**src/hw/sppc_cfg.svh**
```systemverilog
// constants, register map and timing of the pulse position command block
// ==========================================================================
// Operation
// RULE1 - controller keeps the command pulse rate at or below 500 kHz
// RULE2 - step/direction, A/B quadrature or CW/CCW command formats selectable
// RULE3 - forward is clockwise; quadrature A leading B is forward
// RULE4 - gear divisor 500 to 16384, default 4096, ratio 4096/divisor
// RULE5 - default divisor gives one turn per 16384 counts, scaling with it
// RULE6 - gear divisor acts only in position servo mode
// RULE7 - in position while |command - motor| is within the window
// RULE8 - in-position window takes 1 to 127 feedback units
// RULE9 - in-position output low while in position, high otherwise
// RULE10 - lost-phase alarm after 90 degrees error held about 2 seconds
// RULE11 - disabling the drive clears and holds the position error
// RULE12 - emulated encoder gives four edges per line per turn
// RULE13 - emulated encoder line count takes 500 to 2048
// RULE14 - index pulses once per turn for at least 0.7 us
// RULE15 - emulated A leads B forward, B leads A reverse
// RULE16 - step format: each rising step edge counts, direction sampled then
// RULE17 - CW line pulse counts forward, CCW line pulse counts reverse
// RULE18 - controller waits 150 ms after power on before commanding; the bench sends its first command about 1 us after reset
`ifndef SPPC_CFG_SVH
`define SPPC_CFG_SVH
// ==========================================================================
// timing
`define SPPC_CLK_NS 20
`define SPPC_ZW_NS 700
`define SPPC_ZW_CYC ((`SPPC_ZW_NS + `SPPC_CLK_NS - 1) / `SPPC_CLK_NS)
`define SPPC_LOST_MS 2000
`define SPPC_LOST_CYC (`SPPC_LOST_MS * (1000000 / `SPPC_CLK_NS))
// ==========================================================================
// scaling, limits and reset values
`define SPPC_GEAR_MIN 32'h0000_01F4
`define SPPC_GEAR_MAX 32'h0000_4000
`define SPPC_GEAR_DEF 15'h1000
`define SPPC_GEAR_NUM 20'sh04000
`define SPPC_WIN_MIN 32'h0000_0001
`define SPPC_WIN_MAX 32'h0000_007F
`define SPPC_WIN_DEF 7'h10
`define SPPC_LINE_MIN 32'h0000_01F4
`define SPPC_LINE_MAX 32'h0000_0800
`define SPPC_LINE_DEF 12'h800
`define SPPC_FB_REV 20'sh10000
`define SPPC_QTR_REV 32'h0000_4000
`define SPPC_POSMODE_RST 1'b1
// ==========================================================================
// register byte addresses and fields
`define SPPC_A_CTRL 8'h00
`define SPPC_A_GEAR 8'h04
`define SPPC_A_WIN 8'h08
`define SPPC_A_LINE 8'h0C
`define SPPC_A_STAT 8'h10
`define SPPC_A_ERR 8'h14
`define SPPC_A_ISTAT 8'h18
`define SPPC_A_ICLR 8'h1C
`define SPPC_A_IEN 8'h20
`define SPPC_CTRL_POS 0
`define SPPC_CTRL_FMT 2:1
`define SPPC_INT_W 2
`endif

```
**src/hw/sppc_pkg.sv**
```systemverilog
// shared types of the pulse position command block
package sppc_pkg;
  typedef enum logic [1:0] {
    sppc_fmt_step = 2'h0,
    sppc_fmt_quad = 2'h1,
    sppc_fmt_cw = 2'h3
  } sppc_fmt_t;
  typedef logic [11:0] sppc_lines_t;
endpackage

```
**src/hw/sppc_cnt_if.sv**
```systemverilog
// command count events between the pin decoder and the core
`timescale 1ns/100ps
interface sppc_cnt_if;
  sppc_pkg::sppc_fmt_t fmt;
  logic fwd;
  logic rev;
  modport dec (input fmt, output fwd, output rev);
  modport core (output fmt, input fwd, input rev);
endinterface

```
**src/hw/sppc_cmd_decode.sv**
```systemverilog
// command pin synchroniser and format decoder
`timescale 1ns/100ps
`include "sppc_cfg.svh"
module sppc_cmd_decode (
  // clock and reset
  input wire logic sys_clk,
  input wire logic nrst,
  // pins: step/A/CW and direction/B/CCW
  input wire logic pin_a,
  input wire logic pin_b,
  // count events
  sppc_cnt_if.dec cnt
);
  import sppc_pkg::*;
  logic [1:0] pins;
  logic [1:0] s1_q;
  logic [1:0] s2_q;
  logic [1:0] s3_q;
  assign pins = {pin_a, pin_b};
  // ========================================================================
  // synchronisers; s1 feeds s2 only
  for (genvar i = 0; i < 2; i++) begin : g_sync
    always_ff @(posedge sys_clk or negedge nrst) begin
      if (!nrst) begin
        s1_q[i] <= 1'b0;
        s2_q[i] <= 1'b0;
        s3_q[i] <= 1'b0;
      end else begin
        s1_q[i] <= pins[i];
        s2_q[i] <= s1_q[i];
        s3_q[i] <= s2_q[i];
      end
    end
  end
  // ========================================================================
  // x4 quadrature: bit1 = A, bit0 = B; returns {rev, fwd}
  function automatic logic [1:0] qdir(input logic [1:0] o,
                                      input logic [1:0] n);
    case ({o, n})
      4'h2, 4'hB, 4'hD, 4'h4: qdir = 2'h1;
      4'h8, 4'hE, 4'h7, 4'h1: qdir = 2'h2;
      default: qdir = 2'h0;
    endcase
  endfunction
  // one event per edge is enough since pulses are 2 us apart or more [RULE1]
  always_ff @(posedge sys_clk or negedge nrst) begin
    if (!nrst) begin
      cnt.fwd <= 1'b0;
      cnt.rev <= 1'b0;
    end else begin
      case (cnt.fmt) // [RULE2]
        sppc_fmt_quad: begin
          {cnt.rev, cnt.fwd} <= qdir(s3_q, s2_q); // [RULE3]
        end
        sppc_fmt_cw: begin
          // simultaneous edges cancel
          cnt.fwd <= s2_q[1] && !s3_q[1] && !(s2_q[0] && !s3_q[0]); // [RULE17]
          cnt.rev <= s2_q[0] && !s3_q[0] && !(s2_q[1] && !s3_q[1]); // [RULE17]
        end
        default: begin
          cnt.fwd <= s2_q[1] && !s3_q[1] && s2_q[0]; // [RULE16]
          cnt.rev <= s2_q[1] && !s3_q[1] && !s2_q[0]; // [RULE16]
        end
      endcase
    end
  end
endmodule

```
**src/hw/sppc_enc_emul.sv**
```systemverilog
// emulated A/B/Z encoder output scaled from motor feedback
`timescale 1ns/100ps
`include "sppc_cfg.svh"
module sppc_enc_emul #(
  parameter int ZW = `SPPC_ZW_CYC
) (
  // clock and reset
  input wire logic sys_clk,
  input wire logic nrst,
  // motor motion, one feedback unit per pulse
  input wire logic mv_fwd,
  input wire logic mv_rev,
  input wire logic rev_mark,
  input wire sppc_pkg::sppc_lines_t lines,
  // encoder outputs
  output logic enc_a,
  output logic enc_b,
  output logic enc_z
);
  import sppc_pkg::*;
  logic signed [19:0] acc_q;
  logic signed [19:0] acc_t;
  logic signed [19:0] acc_d;
  logic signed [19:0] l4;
  logic go_f;
  logic go_r;
  logic [1:0] ph_q;
  logic [1:0] ph_d;
  logic [7:0] zc_q;
  logic a_q;
  logic b_q;
  logic z_q;
  // ========================================================================
  // rate divider: lines*4 steps per 65536 units [RULE12]
  assign l4 = signed'({6'h0, lines, 2'h0});
  always_comb begin
    acc_t = acc_q;
    if (mv_fwd) begin
      acc_t = acc_q + l4;
    end else if (mv_rev) begin
      acc_t = acc_q - l4;
    end
    go_f = acc_t >= `SPPC_FB_REV;
    go_r = acc_t < 20'sh0;
    acc_d = acc_t;
    if (go_f) begin
      acc_d = acc_t - `SPPC_FB_REV;
    end else if (go_r) begin
      acc_d = acc_t + `SPPC_FB_REV;
    end
    ph_d = go_f ? ph_q + 2'h1 : (go_r ? ph_q - 2'h1 : ph_q);
  end
  always_ff @(posedge sys_clk or negedge nrst) begin
    if (!nrst) begin
      acc_q <= 20'sh0;
      ph_q <= 2'h0;
      a_q <= 1'b0;
      b_q <= 1'b0;
    end else begin
      acc_q <= acc_d;
      ph_q <= ph_d;
      a_q <= ph_d[1] ^ ph_d[0]; // [RULE15]
      b_q <= ph_d[1]; // [RULE15]
    end
  end
  // ========================================================================
  // index stretched to a fixed width, free of A/B phase
  always_ff @(posedge sys_clk or negedge nrst) begin
    if (!nrst) begin
      zc_q <= 8'h0;
      z_q <= 1'b0;
    end else if (rev_mark) begin
      zc_q <= 8'(ZW - 1); // [RULE14]
      z_q <= 1'b1;
    end else begin
      zc_q <= (zc_q != 8'h0) ? zc_q - 8'h1 : 8'h0;
      z_q <= zc_q != 8'h0; // [RULE14]
    end
  end
  assign enc_a = a_q;
  assign enc_b = b_q;
  assign enc_z = z_q;
endmodule

```
**src/hw/sppc_top.sv**
```systemverilog
// pulse position command front end with apb registers
`timescale 1ns/100ps
`include "sppc_cfg.svh"
module sppc_top #(
  parameter int unsigned LOST_CYC = `SPPC_LOST_CYC
) (
  // clock and reset
  input wire logic sys_clk,
  input wire logic nrst,
  // apb slave
  input wire logic psel,
  input wire logic penable,
  input wire logic pwrite,
  input wire logic [7:0] paddr,
  input wire logic [31:0] pwdata,
  output logic [31:0] prdata,
  output logic pready,
  output logic pslverr,
  // command pins
  input wire logic step_pulse_input,
  input wire logic cmd_dir_input,
  input wire logic drive_enable_input,
  // motor feedback, 65536 units per turn, same clock
  input wire logic [15:0] motor_pos,
  // drive outputs
  output logic in_position_output_n,
  output logic lost_phase_alarm,
  output logic irq,
  output logic enc_a,
  output logic enc_b,
  output logic enc_z
);
  import sppc_pkg::*;
  logic [31:0] prdata_q;
  logic pready_q;
  logic pslverr_q;
  logic [31:0] rd_data;
  logic wr_go;
  logic pos_mode_q;
  sppc_fmt_t fmt_q;
  logic [14:0] gear_q;
  logic [6:0] win_q;
  sppc_lines_t lines_q;
  logic [`SPPC_INT_W-1:0] int_stat_q;
  logic [`SPPC_INT_W-1:0] int_en_q;
  logic [`SPPC_INT_W-1:0] int_set;
  logic [`SPPC_INT_W-1:0] int_clr;
  logic irq_q;
  logic en_s1_q;
  logic en_s2_q;
  logic signed [31:0] err_q;
  logic signed [31:0] err_d;
  logic [31:0] err_abs;
  logic signed [19:0] rem_q;
  logic signed [19:0] rem_t;
  logic signed [19:0] rem_d;
  logic signed [19:0] g1;
  logic signed [19:0] g2;
  logic signed [2:0] cmd_step;
  logic [14:0] gdiv;
  logic [15:0] mot_prev_q;
  logic signed [15:0] mot_delta;
  logic rev_mark;
  logic [31:0] lost_cnt_q;
  logic alarm_q;
  logic in_pos_n_q;
  logic in_pos_w;
  logic far_w;
  sppc_cnt_if cnt_if ();

  // ========================================================================
  // helpers
  function automatic logic [31:0] clamp32(input logic [31:0] v,
                                          input logic [31:0] lo,
                                          input logic [31:0] hi);
    if (v < lo) begin
      return lo;
    end
    if (v > hi) begin
      return hi;
    end
    return v;
  endfunction

  function automatic logic [31:0] abs32(input logic signed [31:0] v);
    return v[31] ? 32'(-v) : 32'(v);
  endfunction

  function automatic logic map_hit(input logic [7:0] a);
    case (a)
      `SPPC_A_CTRL, `SPPC_A_GEAR, `SPPC_A_WIN, `SPPC_A_LINE,
      `SPPC_A_STAT, `SPPC_A_ERR, `SPPC_A_ISTAT, `SPPC_A_ICLR,
      `SPPC_A_IEN: map_hit = 1'b1;
      default: map_hit = 1'b0;
    endcase
  endfunction

  // ========================================================================
  // apb slave, one wait state so every answer comes from a flop
  assign wr_go = psel && penable && pready_q && pwrite;

  always_comb begin
    rd_data = 32'h0;
    case (paddr)
      `SPPC_A_CTRL: rd_data = {29'h0, fmt_q, pos_mode_q};
      `SPPC_A_GEAR: rd_data = {17'h0, gear_q};
      `SPPC_A_WIN: rd_data = {25'h0, win_q};
      `SPPC_A_LINE: rd_data = {20'h0, lines_q};
      `SPPC_A_STAT: rd_data = {29'h0, en_s2_q, alarm_q, !in_pos_n_q};
      `SPPC_A_ERR: rd_data = err_q;
      `SPPC_A_ISTAT: rd_data = {30'h0, int_stat_q};
      `SPPC_A_IEN: rd_data = {30'h0, int_en_q};
      default: rd_data = 32'h0;
    endcase
  end

  always_ff @(posedge sys_clk or negedge nrst) begin
    if (!nrst) begin
      pready_q <= 1'b0;
      prdata_q <= 32'h0;
      pslverr_q <= 1'b0;
    end else if (psel && penable && !pready_q) begin
      pready_q <= 1'b1;
      prdata_q <= pwrite ? 32'h0 : rd_data;
      pslverr_q <= !map_hit(paddr);
    end else begin
      pready_q <= 1'b0;
      prdata_q <= 32'h0;
      pslverr_q <= 1'b0;
    end
  end

  // ========================================================================
  // configuration; out-of-range writes clamp to the nearest limit
  always_ff @(posedge sys_clk or negedge nrst) begin
    if (!nrst) begin
      pos_mode_q <= `SPPC_POSMODE_RST;
      fmt_q <= sppc_fmt_step;
      gear_q <= `SPPC_GEAR_DEF; // [RULE4]
      win_q <= `SPPC_WIN_DEF;
      lines_q <= `SPPC_LINE_DEF;
    end else if (wr_go) begin
      case (paddr)
        `SPPC_A_CTRL: begin
          pos_mode_q <= pwdata[`SPPC_CTRL_POS];
          fmt_q <= sppc_fmt_t'(pwdata[`SPPC_CTRL_FMT]); // [RULE2]
        end
        `SPPC_A_GEAR: begin
          gear_q <= 15'(clamp32(pwdata, `SPPC_GEAR_MIN,
                                `SPPC_GEAR_MAX)); // [RULE4]
        end
        `SPPC_A_WIN: begin
          win_q <= 7'(clamp32(pwdata, `SPPC_WIN_MIN,
                              `SPPC_WIN_MAX)); // [RULE8]
        end
        `SPPC_A_LINE: begin
          lines_q <= 12'(clamp32(pwdata, `SPPC_LINE_MIN,
                                 `SPPC_LINE_MAX)); // [RULE13]
        end
        default: begin
        end
      endcase
    end
  end

  // ========================================================================
  // interrupts: status sticky, set wins over a clear in the same cycle
  assign int_set = {in_pos_w && in_pos_n_q && en_s2_q,
                    far_w && lost_cnt_q == LOST_CYC - 1 && !alarm_q};
  assign int_clr = (wr_go && paddr == `SPPC_A_ICLR) ?
                   pwdata[`SPPC_INT_W-1:0] : '0;

  always_ff @(posedge sys_clk or negedge nrst) begin
    if (!nrst) begin
      int_stat_q <= '0;
      int_en_q <= '0;
      irq_q <= 1'b0;
    end else begin
      int_stat_q <= int_set | (int_stat_q & ~int_clr);
      if (wr_go && paddr == `SPPC_A_IEN) begin
        int_en_q <= pwdata[`SPPC_INT_W-1:0];
      end
      irq_q <= |(int_stat_q & int_en_q);
    end
  end

  // ========================================================================
  // enable pin synchroniser
  always_ff @(posedge sys_clk or negedge nrst) begin
    if (!nrst) begin
      en_s1_q <= 1'b0;
      en_s2_q <= 1'b0;
    end else begin
      en_s1_q <= drive_enable_input;
      en_s2_q <= en_s1_q;
    end
  end

  // ========================================================================
  // command decoding
  assign cnt_if.fmt = fmt_q;

  sppc_cmd_decode u_dec (
    .sys_clk(sys_clk),
    .nrst(nrst),
    .pin_a(step_pulse_input),
    .pin_b(cmd_dir_input),
    .cnt(cnt_if)
  );

  // ========================================================================
  // gear: each count adds 16384 to a residue drained in divisor units,
  // giving 16384/divisor feedback units per count [RULE4] [RULE5]
  assign gdiv = pos_mode_q ? gear_q : `SPPC_GEAR_DEF; // [RULE6]
  assign g1 = signed'({5'h0, gdiv});
  assign g2 = g1 <<< 1;

  // two units a cycle keep up with the fastest allowed pulse rate [RULE1]
  always_comb begin
    rem_t = rem_q;
    if (cnt_if.fwd && !cnt_if.rev) begin
      rem_t = rem_q + `SPPC_GEAR_NUM; // [RULE3]
    end else if (cnt_if.rev && !cnt_if.fwd) begin
      rem_t = rem_q - `SPPC_GEAR_NUM;
    end
    cmd_step = 3'sh0;
    rem_d = rem_t;
    if (rem_t >= g2) begin
      cmd_step = 3'sh2;
      rem_d = rem_t - g2;
    end else if (rem_t >= g1) begin
      cmd_step = 3'sh1;
      rem_d = rem_t - g1;
    end else if (rem_t <= -g2) begin
      cmd_step = 3'sh6;
      rem_d = rem_t + g2;
    end else if (rem_t <= -g1) begin
      cmd_step = 3'sh7;
      rem_d = rem_t + g1;
    end
  end

  // ========================================================================
  // following error = command minus motor, in feedback units
  assign mot_delta = signed'(motor_pos - mot_prev_q);
  assign err_d = err_q + 32'(cmd_step) - 32'(mot_delta);
  assign err_abs = abs32(err_q);
  assign in_pos_w = err_abs <= {25'h0, win_q}; // [RULE7]
  assign far_w = err_abs >= `SPPC_QTR_REV; // [RULE10]

  always_ff @(posedge sys_clk or negedge nrst) begin
    if (!nrst) begin
      err_q <= 32'sh0;
      rem_q <= 20'sh0;
      mot_prev_q <= 16'h0;
    end else begin
      mot_prev_q <= motor_pos;
      if (!en_s2_q) begin
        err_q <= 32'sh0; // [RULE11]
        rem_q <= 20'sh0; // [RULE11]
      end else begin
        err_q <= err_d;
        rem_q <= rem_d;
      end
    end
  end

  // ========================================================================
  // in-position output, active low
  always_ff @(posedge sys_clk or negedge nrst) begin
    if (!nrst) begin
      in_pos_n_q <= 1'b1;
    end else begin
      in_pos_n_q <= !in_pos_w; // [RULE9]
    end
  end

  // ========================================================================
  // lost phase: alarm latches until the drive is disabled
  always_ff @(posedge sys_clk or negedge nrst) begin
    if (!nrst) begin
      lost_cnt_q <= 32'h0;
      alarm_q <= 1'b0;
    end else if (!en_s2_q) begin
      lost_cnt_q <= 32'h0;
      alarm_q <= 1'b0;
    end else if (!far_w) begin
      lost_cnt_q <= 32'h0;
    end else if (lost_cnt_q == LOST_CYC - 1) begin
      alarm_q <= 1'b1; // [RULE10]
    end else begin
      lost_cnt_q <= lost_cnt_q + 32'h1;
    end
  end

  // ========================================================================
  // encoder emulation; assumes at most one feedback unit of motion a cycle
  assign rev_mark = (mot_prev_q[15:14] == 2'h3 && motor_pos[15:14] == 2'h0)
                 || (mot_prev_q[15:14] == 2'h0 && motor_pos[15:14] == 2'h3);

  sppc_enc_emul u_enc (
    .sys_clk(sys_clk),
    .nrst(nrst),
    .mv_fwd(mot_delta > 16'sh0),
    .mv_rev(mot_delta < 16'sh0),
    .rev_mark(rev_mark),
    .lines(lines_q),
    .enc_a(enc_a),
    .enc_b(enc_b),
    .enc_z(enc_z)
  );

  assign prdata = prdata_q;
  assign pready = pready_q;
  assign pslverr = pslverr_q;
  assign in_position_output_n = in_pos_n_q;
  assign lost_phase_alarm = alarm_q;
  assign irq = irq_q;
endmodule

```
**config.mk**
```make
export PLATFORM = sky130hd
export DESIGN_NAME = sppc_top
export DESIGN_NICKNAME = d
export VERILOG_FILES = /design/src/hw/sppc_pkg.sv /design/src/hw/sppc_cnt_if.sv /design/src/hw/sppc_cmd_decode.sv /design/src/hw/sppc_enc_emul.sv /design/src/hw/sppc_top.sv
export VERILOG_INCLUDE_DIRS = /design/src /design/src/hw
export SDC_FILE = /design/constraint.sdc
export NUM_CORES = 1
export LEC_CHECK = 0
export BUFFER_PORTS_ARGS = -buffer_cell sky130_fd_sc_hd__buf_2
export CAP_MARGIN = 20
export CORE_MARGIN = 2
export CORE_UTILIZATION = 34
export CTS_CLUSTER_DIAMETER = 30
export DETAILED_ROUTE_END_ITERATION = 6
export PLACE_DENSITY = 0.55
export SLEW_MARGIN = 25
export SYNTH_ARGS = -nofsm -noshare
export SYNTH_HDL_FRONTEND = slang
export SYNTH_SLANG_ARGS = --single-unit
export TNS_END_PERCENT = 20
```
**constraint.sdc**
```tcl
create_clock -name sys_clk -period 8.7 [get_ports sys_clk]
set_input_delay 1.74 -clock sys_clk [delete_from_list [all_inputs] [get_ports sys_clk]]
set_output_delay 1.74 -clock sys_clk [all_outputs]
set_load 0.01 [all_outputs]
```
==> metrics.md, run 1 <==
| Metric | Value |
|---|---|
| Initial antenna violation count | 5 |
| Total power | 7.972 mW |
| Number of vias per cell | about 5.6 |
| Max Clk Rate | 122.6 MHz |
| Setup crit end kind | register |
| Register area | 5463 µm² |
| Startpoint Class | register |
| Post-synth EDFFs | 0 |
| Post-Synthesis Cells | 2265 |
| Worst vdd ir | 301.9 µV |
| Number of global-route vias before repair | 17690 |
| Worst hold path type | reg2reg |
| Die X | 241.3 µm |
| Most common flop cell mapped by yosys | dfrtp_1 |
| DRT Wirelength | roughly 60000 µm |
| Mapped Area | between 15000 and 20000 µm² |
| Die Ht | about 240 µm |
| Area of the die | ~58000 µm² |
| GRT Util Overall | about 21% |
| Hold buffer count at CTS | 0 |
| Fin crit period | about 8.2 ns |
| Max cap viols | 0 |
| Most frequent cell on the critical path | nand2_1 |
| Final setup fails | 0 |
| Clock Latency Late Sink | 0.59 ns |
| Slew headroom | 28.68% |
| H-tree lvl count | 3 |
| Post-DP HPWL | approximately 45000 µm |
| First-pass GRT wire length | 95820 µm |
| Pre-antenna DRT Iters | 7 |
| ANT nets after route | 0 |
| CTS Buffer Depth | 3 |
| Clock-pin slew on the worst setup and hold paths | 0.05 ns |
| Syn_nets | 2533 |
| Violated checks | design-rule violations |
| Period utilisation layout | 93.74% |
| Crit path max fanout | 11 |
| Via count | 17710 |
| Worst Path Arrival | ~8.6 ns |
| Area taken by multi-input logic gates | 12850 µm² |
| Distinct cells, synth | 95 |
| Cell depth of the worst hold path | 0 |
| Slowest cell on the critical path | or4_1 |
| Final Hold Vio Count | 0 |
| CTS sink count | approximately 220 |
| Fin nets | 2655 |
| Core ar. | about 55000 µm² |
| Status | complete, but fails checks |
| Fill cells | 5514 |
| Slew Limit Fails | 0 |
| CP Data Required Time | 9.13 ns |
| Iteration-0 DRC Markers | about 1200 |
| Static leakage | 10.58 nW |
| Most frequent cells in the layout | dfrtp_1 (212), nor2_1 (208), nand2_1 (174), ha_1 (166), inv_1 (149) |
| Ant diodes | 0 |
| Clk_skew | about 0.032 ns |
| Port Buffers | 103 |
| CTS tree | yes |
| Synthesized area per cell | 8.455 µm² |
| Synth Warn # | 0 |
| Drt drc | 5 |
| Row count | 86 |
| Fraction of registers with async set/reset | 100.0% |
| Routed wire per std cell | between 15 and 20 µm |
| Seq/Total Area, Yosys | 28.52% |
| Max stage delay on crit path | 0.75 ns |
| Yosys reg bits | 218 |
| Area Overhead vs Synth | 20.68% |
| Initial Utilization | between 30% and 40% |
| # IOs | 104 |
| Largest net degree at the start of global routing | approximately 140 |
| Worst Reg-to-Reg Cells | 31 |
| CTS Buf Count | 69 |
| Share of layout cells above drive strength 1 | 13.08% |
| Hold_ws | around 0.34 ns |
| CTS Root Cell | clkbuf_16 |
| Gpl congestion | 0.8963 |
| Total gr overflow | 0 |
| Most common cell after layout, fill and taps aside | dfrtp_1 |
| Tightest Pin Transition | 1.066 ns |
| Setup CP Type | reg2reg |
| Pwr Density | 345.0 nW/µm² |
repair_timing:
action / in CTS / in global routing
setup buffers: 0 / 3
endpoints found under the setup margin: 0 / 10
resized for setup: 0 / 6
path summary, 6_finish.rpt:
path,startpoint,to,slack (ns)
worst max-delay path,gear_q[3]$_DFFE_PN0P_,err_q[30]$_DFF_PN0_,0.55
worst min-delay path,en_s1_q$_DFF_PN0_,en_s2_q$_DFF_PN0_,0.34
worst max register to register,gear_q[3]$_DFFE_PN0P_,err_q[30]$_DFF_PN0_,0.55
worst min register to register,en_s1_q$_DFF_PN0_,en_s2_q$_DFF_PN0_,0.34
max in group asynchronous,nrst,rem_q[18]$_DFF_PN0_,6.25
min in group asynchronous,nrst,u_enc.zc_q[0]$_DFF_PN0_,1.17
state kept, by name (all words and copies together), names as in the netlist, 7 cells and up:
name         flops
prdata          32
u_enc.acc_q     18
lost_cnt_q      32
win_q            7
mot_prev_q      16
u_enc.zc_q       8
lines_q         12
err_q           32
rem_q           20
gear_q          15
layer usage:
layer	up-vias	wire length [µm]	track usage, %
li1	8481	-	-
met1	8568	25880	25.97
met2	513	28460	34.67
met3	141	3615	4.923
met4	6	2043	8.062
met5	-	41	0
final cells by class:
| type | instances | area share [%] |
|---|---|---|
| Inverter | 153 | 2.501 |
| Timing Repair Buffer | 135 | 3.368 |
| Clock inverter | 34 | 2.436 |
| Tap cell | 748 | 4.050 |
| Clock buffer | 89 | 8.408 |
| Multi-Input combinational cell | 1810 | 55.60 |
| Sequential cell | 218 | 23.64 |
power breakdown:
part           leakage [nW]  total (mW)  internal [mW]  switching, mW
Clock                  1.23        2.68           1.92          0.758
Sequential             2.78        1.52           1.20          0.323
Combinational          6.57        3.77           1.60           2.17
Total                  10.6        7.97           4.72           3.25
synth_stat cells, types with 7 or more instances:
master     number  area (µm²)
mux2i_1        14       140.1
and3_1         50       312.8
or2_2          16       100.1
or3_1          29       181.4
o31ai_1        19       142.6
dfrtp_1       213        5330
xnor2_1        97       849.6
o21a_1         21       157.7
a22o_1          8       70.07
nand2b_1       43       269.0
o211ai_1       13       97.59
nor2b_1        32       200.2
nand4_1        33       206.5
a31oi_1        22       137.6
and2_1         19       118.9
ha_1          166        2077
a211oi_1       19       142.6
nor3_1         74       370.4
nand2_1       174       653.1
or4_1          16       120.1
nor4_1         24       150.1
nor3b_1         8       60.06
xor2_1         62       543.0
a222oi_1       12       120.1
o21ai_1        17       85.08
clkbuf_1       73       274.0
fa_1           38       760.7
nand3_1        70       350.3
nor2_1        209       784.5
o221ai_1        7       61.31
o41ai_1         9       78.83
a21o_1         38       285.3
o21bai_1       21       157.7
o21ai_0       114       570.6
inv_1         150       563.0
a41o_1          8       80.08
a221o_1         9       90.09
a22oi_1        12       90.09
nor4b_1         7       61.31
a21oi_1       123       615.6
o31a_1          7       61.31
a2111oi_0      14       122.6
mux2_2         11       123.9
per-stage QoR:
stage	setup slack, ns	std cells	TNS (ns)	util, %	instance area [µm²]
6_report	0.5451	3187	0	41.70	23110
5_1_grt	-0.03873	3187	-0.03873	41.70	23110
4_1_cts	0.02696	3184	0	41.59	23040
3_5_place_dp	0.1015	3061	0	37.06	20540
3_3_place_gp	0.3362	3061	0	37.05	20530
2_1_floorplan	0.03119	2265	0	-	19160
critical path, delay by kind of cell, from the launching register on:
family / cells / cell delay, ns
AO/OA/AOI/OAI: 14 / 3.12
AND/OR/NAND/NOR: 11 / 2.79
adder cells (fa/ha/maj): 3 / 0.91
flip-flops: 1 / 0.46
multiplexers: 1 / 0.31
buffers and inverters: 1 / 0.21
XOR/XNOR: 1 / 0.18
kinds of logic after synthesis:
kind of cell,share of synthesized area [%]
simple gates,22.20
compound gates,20.70
fa+ha+maj,15.13
mux,1.379
flops,28.52
xor+xnor,7.357
buf+inv,4.711
(Power assumes the default switching activity.)
==> run 2, diff against run 1 <==
--- a/config.mk
+++ b/config.mk
@@ -6,6 +6,7 @@
 export SDC_FILE = /design/constraint.sdc
 export NUM_CORES = 1
 export LEC_CHECK = 0
+export ABC_AREA = 1
 export BUFFER_PORTS_ARGS = -buffer_cell sky130_fd_sc_hd__buf_2
 export CAP_MARGIN = 20
 export CORE_MARGIN = 2
==> run 2 against run 1 <==
  * The run now ends clean
  * Flip-flop and latch count unchanged
  * Design area increased by 3.3%
  * Setup slack improved by 0.88 ns
  * Non-clock buffer count decreased by 11
  * Global-route usage increased by 0.27 points
  * Synthesized area increased by 6.2%
  * Routed wire length increased by 9.4%
  * Critical path depth increased by 12
  * Cell count increased by 21%
  * Core utilization decreased by 1.3 points
  * Synthesized cell count increased by 28%
  * Critical endpoint is now err_q[24]$_DFF_PN0_
==> metrics.md, run 2 <==
| Metric | Value |
|---|---|
| Synth Warn # | 0 (unchanged) |
| DRT Wirelength | 65690 µm (+9.4%) |
| Post-synthesis mux area share | 0.1046% (-1.3 points) |
| Simple-Gate Fraction of Synth Area | 29.29% (+7.1 points) |
| Largest family of logic cells by synthesized area | simple AND/OR/NAND/NOR gates |
| Post-synth EDFFs | 0 (unchanged) |
| Adder-cell share of the synthesized area | 13.95% (-1.2 points) |
| Synthesized area per cell | 6.994 µm² (-17%) |
| Cells after DPL | 3740 (+22%) |
| Fin crit period | 7.278 ns (-0.8774 ns) |
| Startpoint Class | register |
| Slew headroom | 35.15% (+6.5 points) |
| Via count | 19800 (+12%) |
| Status | finished clean |
| CTS sink count | 218 (unchanged) |
| Setup crit end kind | register |
| Distinct cells, synth | 66 (-31%) |
| Iteration-0 DRC Markers | 1261 (+6.5%) |
| CP Data Required Time | 9.19 ns (+0.06 ns) |
| Routed wire per std cell | 17.02 µm (-9.7%) |
| Die X | 248.6 µm (+3.0%) |
| # IOs | 104 (unchanged) |
| Leading cell types by total area after synthesis | dfrtp_1 (26%), nand2_1 (12%), ha_1 (10%) |
| Hold_ws | 0.3536 ns (+0.01448 ns) |
| Worst vdd ir | 174.2 µV (-42%) |
| Crit path max fanout | 13 (+2) |
| Pwr Density | 322.2 nW/µm² (-6.6%) |
| Max cap viols | 0 (unchanged) |
| Most frequent cells in the layout | nand2_1 (634), inv_1 (392), nor2_1 (321), dfrtp_1 (213), a21oi_1 (196) |
| Fraction of registers with async set/reset | 100.0% (unchanged) |
| Area taken by multi-input logic gates | 13110 µm² (+2.0%) |
| Core ar. | 59130 µm² (+6.7%) |
| Setup CP Type | reg2reg |
| Pre-CTS setup slack | 1.271 ns (+1.170 ns) |
| Period utilisation layout | 83.65% (-10 points) |
| Initial Utilization | 34.40% (-0.16 points) |
| Most common flop cell mapped by yosys | dfrtp_1 |
| Post-cts sizing count | 0 (unchanged) |
| Final setup fails | 0 (unchanged) |
| Worst hold path type | reg2reg |
| Post-DP HPWL | 51180 µm (+14%) |
| Register area | 5461 µm² (about the same) |
| Max stage delay on crit path | 0.47 ns (-0.28 ns) |
| Most common cell after layout, fill and taps aside | nand2_1 |
| H-tree lvl count | 2 (-1) |
| Synth Area in XOR/XNOR | 6.460% (-0.90 points) |
| Clock-pin slew on the worst setup and hold paths | 0.04 ns (about the same) |
| Pre-antenna DRT Iters | 7 (unchanged) |
| Drt drc | 0 (-5) |
| Largest net degree at the start of global routing | 116 (-18%) |
| Seq/Total Area, Yosys | 26.85% (-1.7 points) |
| Final WS setup | 1.422 ns (+0.8774 ns) |
| Setup TNS Final | 0 ns (unchanged) |
| Yosys top cell by area | dfrtp_1 |
| First-pass GRT wire length | 104900 µm (+9.5%) |
| Syn_nets | 3176 (+25%) |
| Area Overhead vs Synth | 17.35% |
| Yosys reg bits | 218 (unchanged) |
| Tightest Pin Transition | 0.9696 ns (-0.09615 ns) |
| CTS Root Cell | clkbuf_16 |
| Area of the die | 61790 µm² (+6.1%) |
| Fill cells | 6215 (+13%) |
| Share of layout cells above drive strength 1 | 9.724% (-3.4 points) |
| Die Ht | 248.6 µm (+3.0%) |
| Post-synthesis compound-gate area fraction | 14.54% (-6.2 points) |
| Clock Latency Late Sink | 0.61 ns (+0.02 ns) |
| Slew Limit Fails | 0 (unchanged) |
| Most frequent cell on the critical path | nand2_1 |
| Number of vias per cell | 5.130 (-7.7%) |
| Mapped Area | 20340 µm² (+6.2%) |
| CTS Buf Count | 61 (-12%) |
| Count leader, synth | nand2_1 |
| CTS Buffer Depth | 3 (unchanged) |
| Total gr overflow | 0 (unchanged) |
| Worst Path Arrival | 7.76 ns (-0.83 ns) |
| Post-synth top area share | 26.21% (-1.6 points) |
| Fin nets | 3300 (+24%) |
| Hold buffer count at CTS | 0 (unchanged) |
| Slowest cell on the critical path | o21ai_0 |
| Unrepaired setup endpoints after global routing | no |
| Port Buffers | 103 (unchanged) |
| Initial antenna violation count | 6 (+1) |
| ANT nets after route | 0 (unchanged) |
| Row count | 89 (+3.5%) |
| Fin cells | 3860 (+21%) |
| Post-Synthesis Cells | 2908 (+28%) |
| CTS tree | yes |
| Gpl congestion | 0.9733 (+8.6%) |
| Static leakage | 12.07 nW (+14%) |
| Synth cell count leaders | nand2_1 (635), inv_1 (392), nor2_1 (322) |
| GRT Util Overall | 21.06% (+0.27 points) |
| Number of global-route vias before repair | 19240 (+8.8%) |
| Max Clk Rate | 137.4 MHz (+12%) |
| Clk_skew | 0.02749 ns (-0.004764 ns) |
| Final Hold Vio Count | 0 (unchanged) |
| Post-CTS setup buffers | 0 (unchanged) |
[run 2: logic make-up after synthesis]
| kind of cell | Yosys count |
|---|---|
| xor+xnor | 150 |
| buf+inv | 463 |
| flops | 218 |
| simple gates | 1348 |
| fa+ha+maj | 204 |
| compound gates | 523 |
| mux | 2 |
[run 2: stage by stage]
| stage | util, % | power [mW] | instance area (µm²) |
|---|---|---|---|
| 2_1_floorplan | - | 4.332 | 20340 |
| 3_3_place_gp | 36.71 | 5.402 | 21710 |
| 3_5_place_dp | 36.71 | 5.380 | 21710 |
| 4_1_cts | 40.26 | 7.696 | 23810 |
| 5_1_grt | 40.36 | 8.342 | 23870 |
| 6_report | 40.36 | 7.689 | 23870 |
[run 2: critical path, delay by kind of cell (launching register included)]
family | cells | cell delay [ns]
AOI/OAI and AO/OA | 9 | 2.13
adders and majority gates | 4 | 1.13
buffers and inverters | 8 | 0.72
DFF | 1 | 0.44
and+or+nand+nor | 22 | 2.71
[run 2: area by class of cell]
type / count / share of cell area [%]
multi-input combinational: 2227 / 54.93
clock inverter: 44 / 1.966
clock buffer: 72 / 6.831
timing repair buffer: 124 / 3.030
antenna: 2 / 0.02097
tap: 773 / 4.052
inverter: 400 / 6.291
sequential: 218 / 22.88
[run 2: final timing paths]
kind | endpoint | slack, ns | depth (start not counted) | from
max | err_q[24]$_DFF_PN0_ | 1.42 | 43 | pos_mode_q$_DFFE_PN1P_
min | en_s2_q$_DFF_PN0_ | 0.35 | 0 | en_s1_q$_DFF_PN0_
max reg2reg | err_q[24]$_DFF_PN0_ | 1.42 | 43 | pos_mode_q$_DFFE_PN1P_
max in group asynchronous | mot_prev_q[15]$_DFF_PN0_ | 6.20 | 3 | nrst
min in group asynchronous | u_dec.s1_q[0]$_DFF_PN0_ | 1.01 | 1 | nrst
min reg2reg | en_s2_q$_DFF_PN0_ | 0.35 | 0 | en_s1_q$_DFF_PN0_
[run 2: layer usage]
metal  GRT usage [%]  vias to the layer above  wire length [µm]
met5               0                        -                 0
met4           7.515                        0              2222
met3           2.596                      134              3165
met2           36.56                      566             31600
met1           26.88                     9234             28710
li1                -                     9869                 -
[run 2: report_power, final]
group          switching [mW]  total [mW]  internal, mW
Clock                   0.738        2.26          1.52
Combinational            2.57        3.95          1.38
Sequential              0.286        1.48          1.20
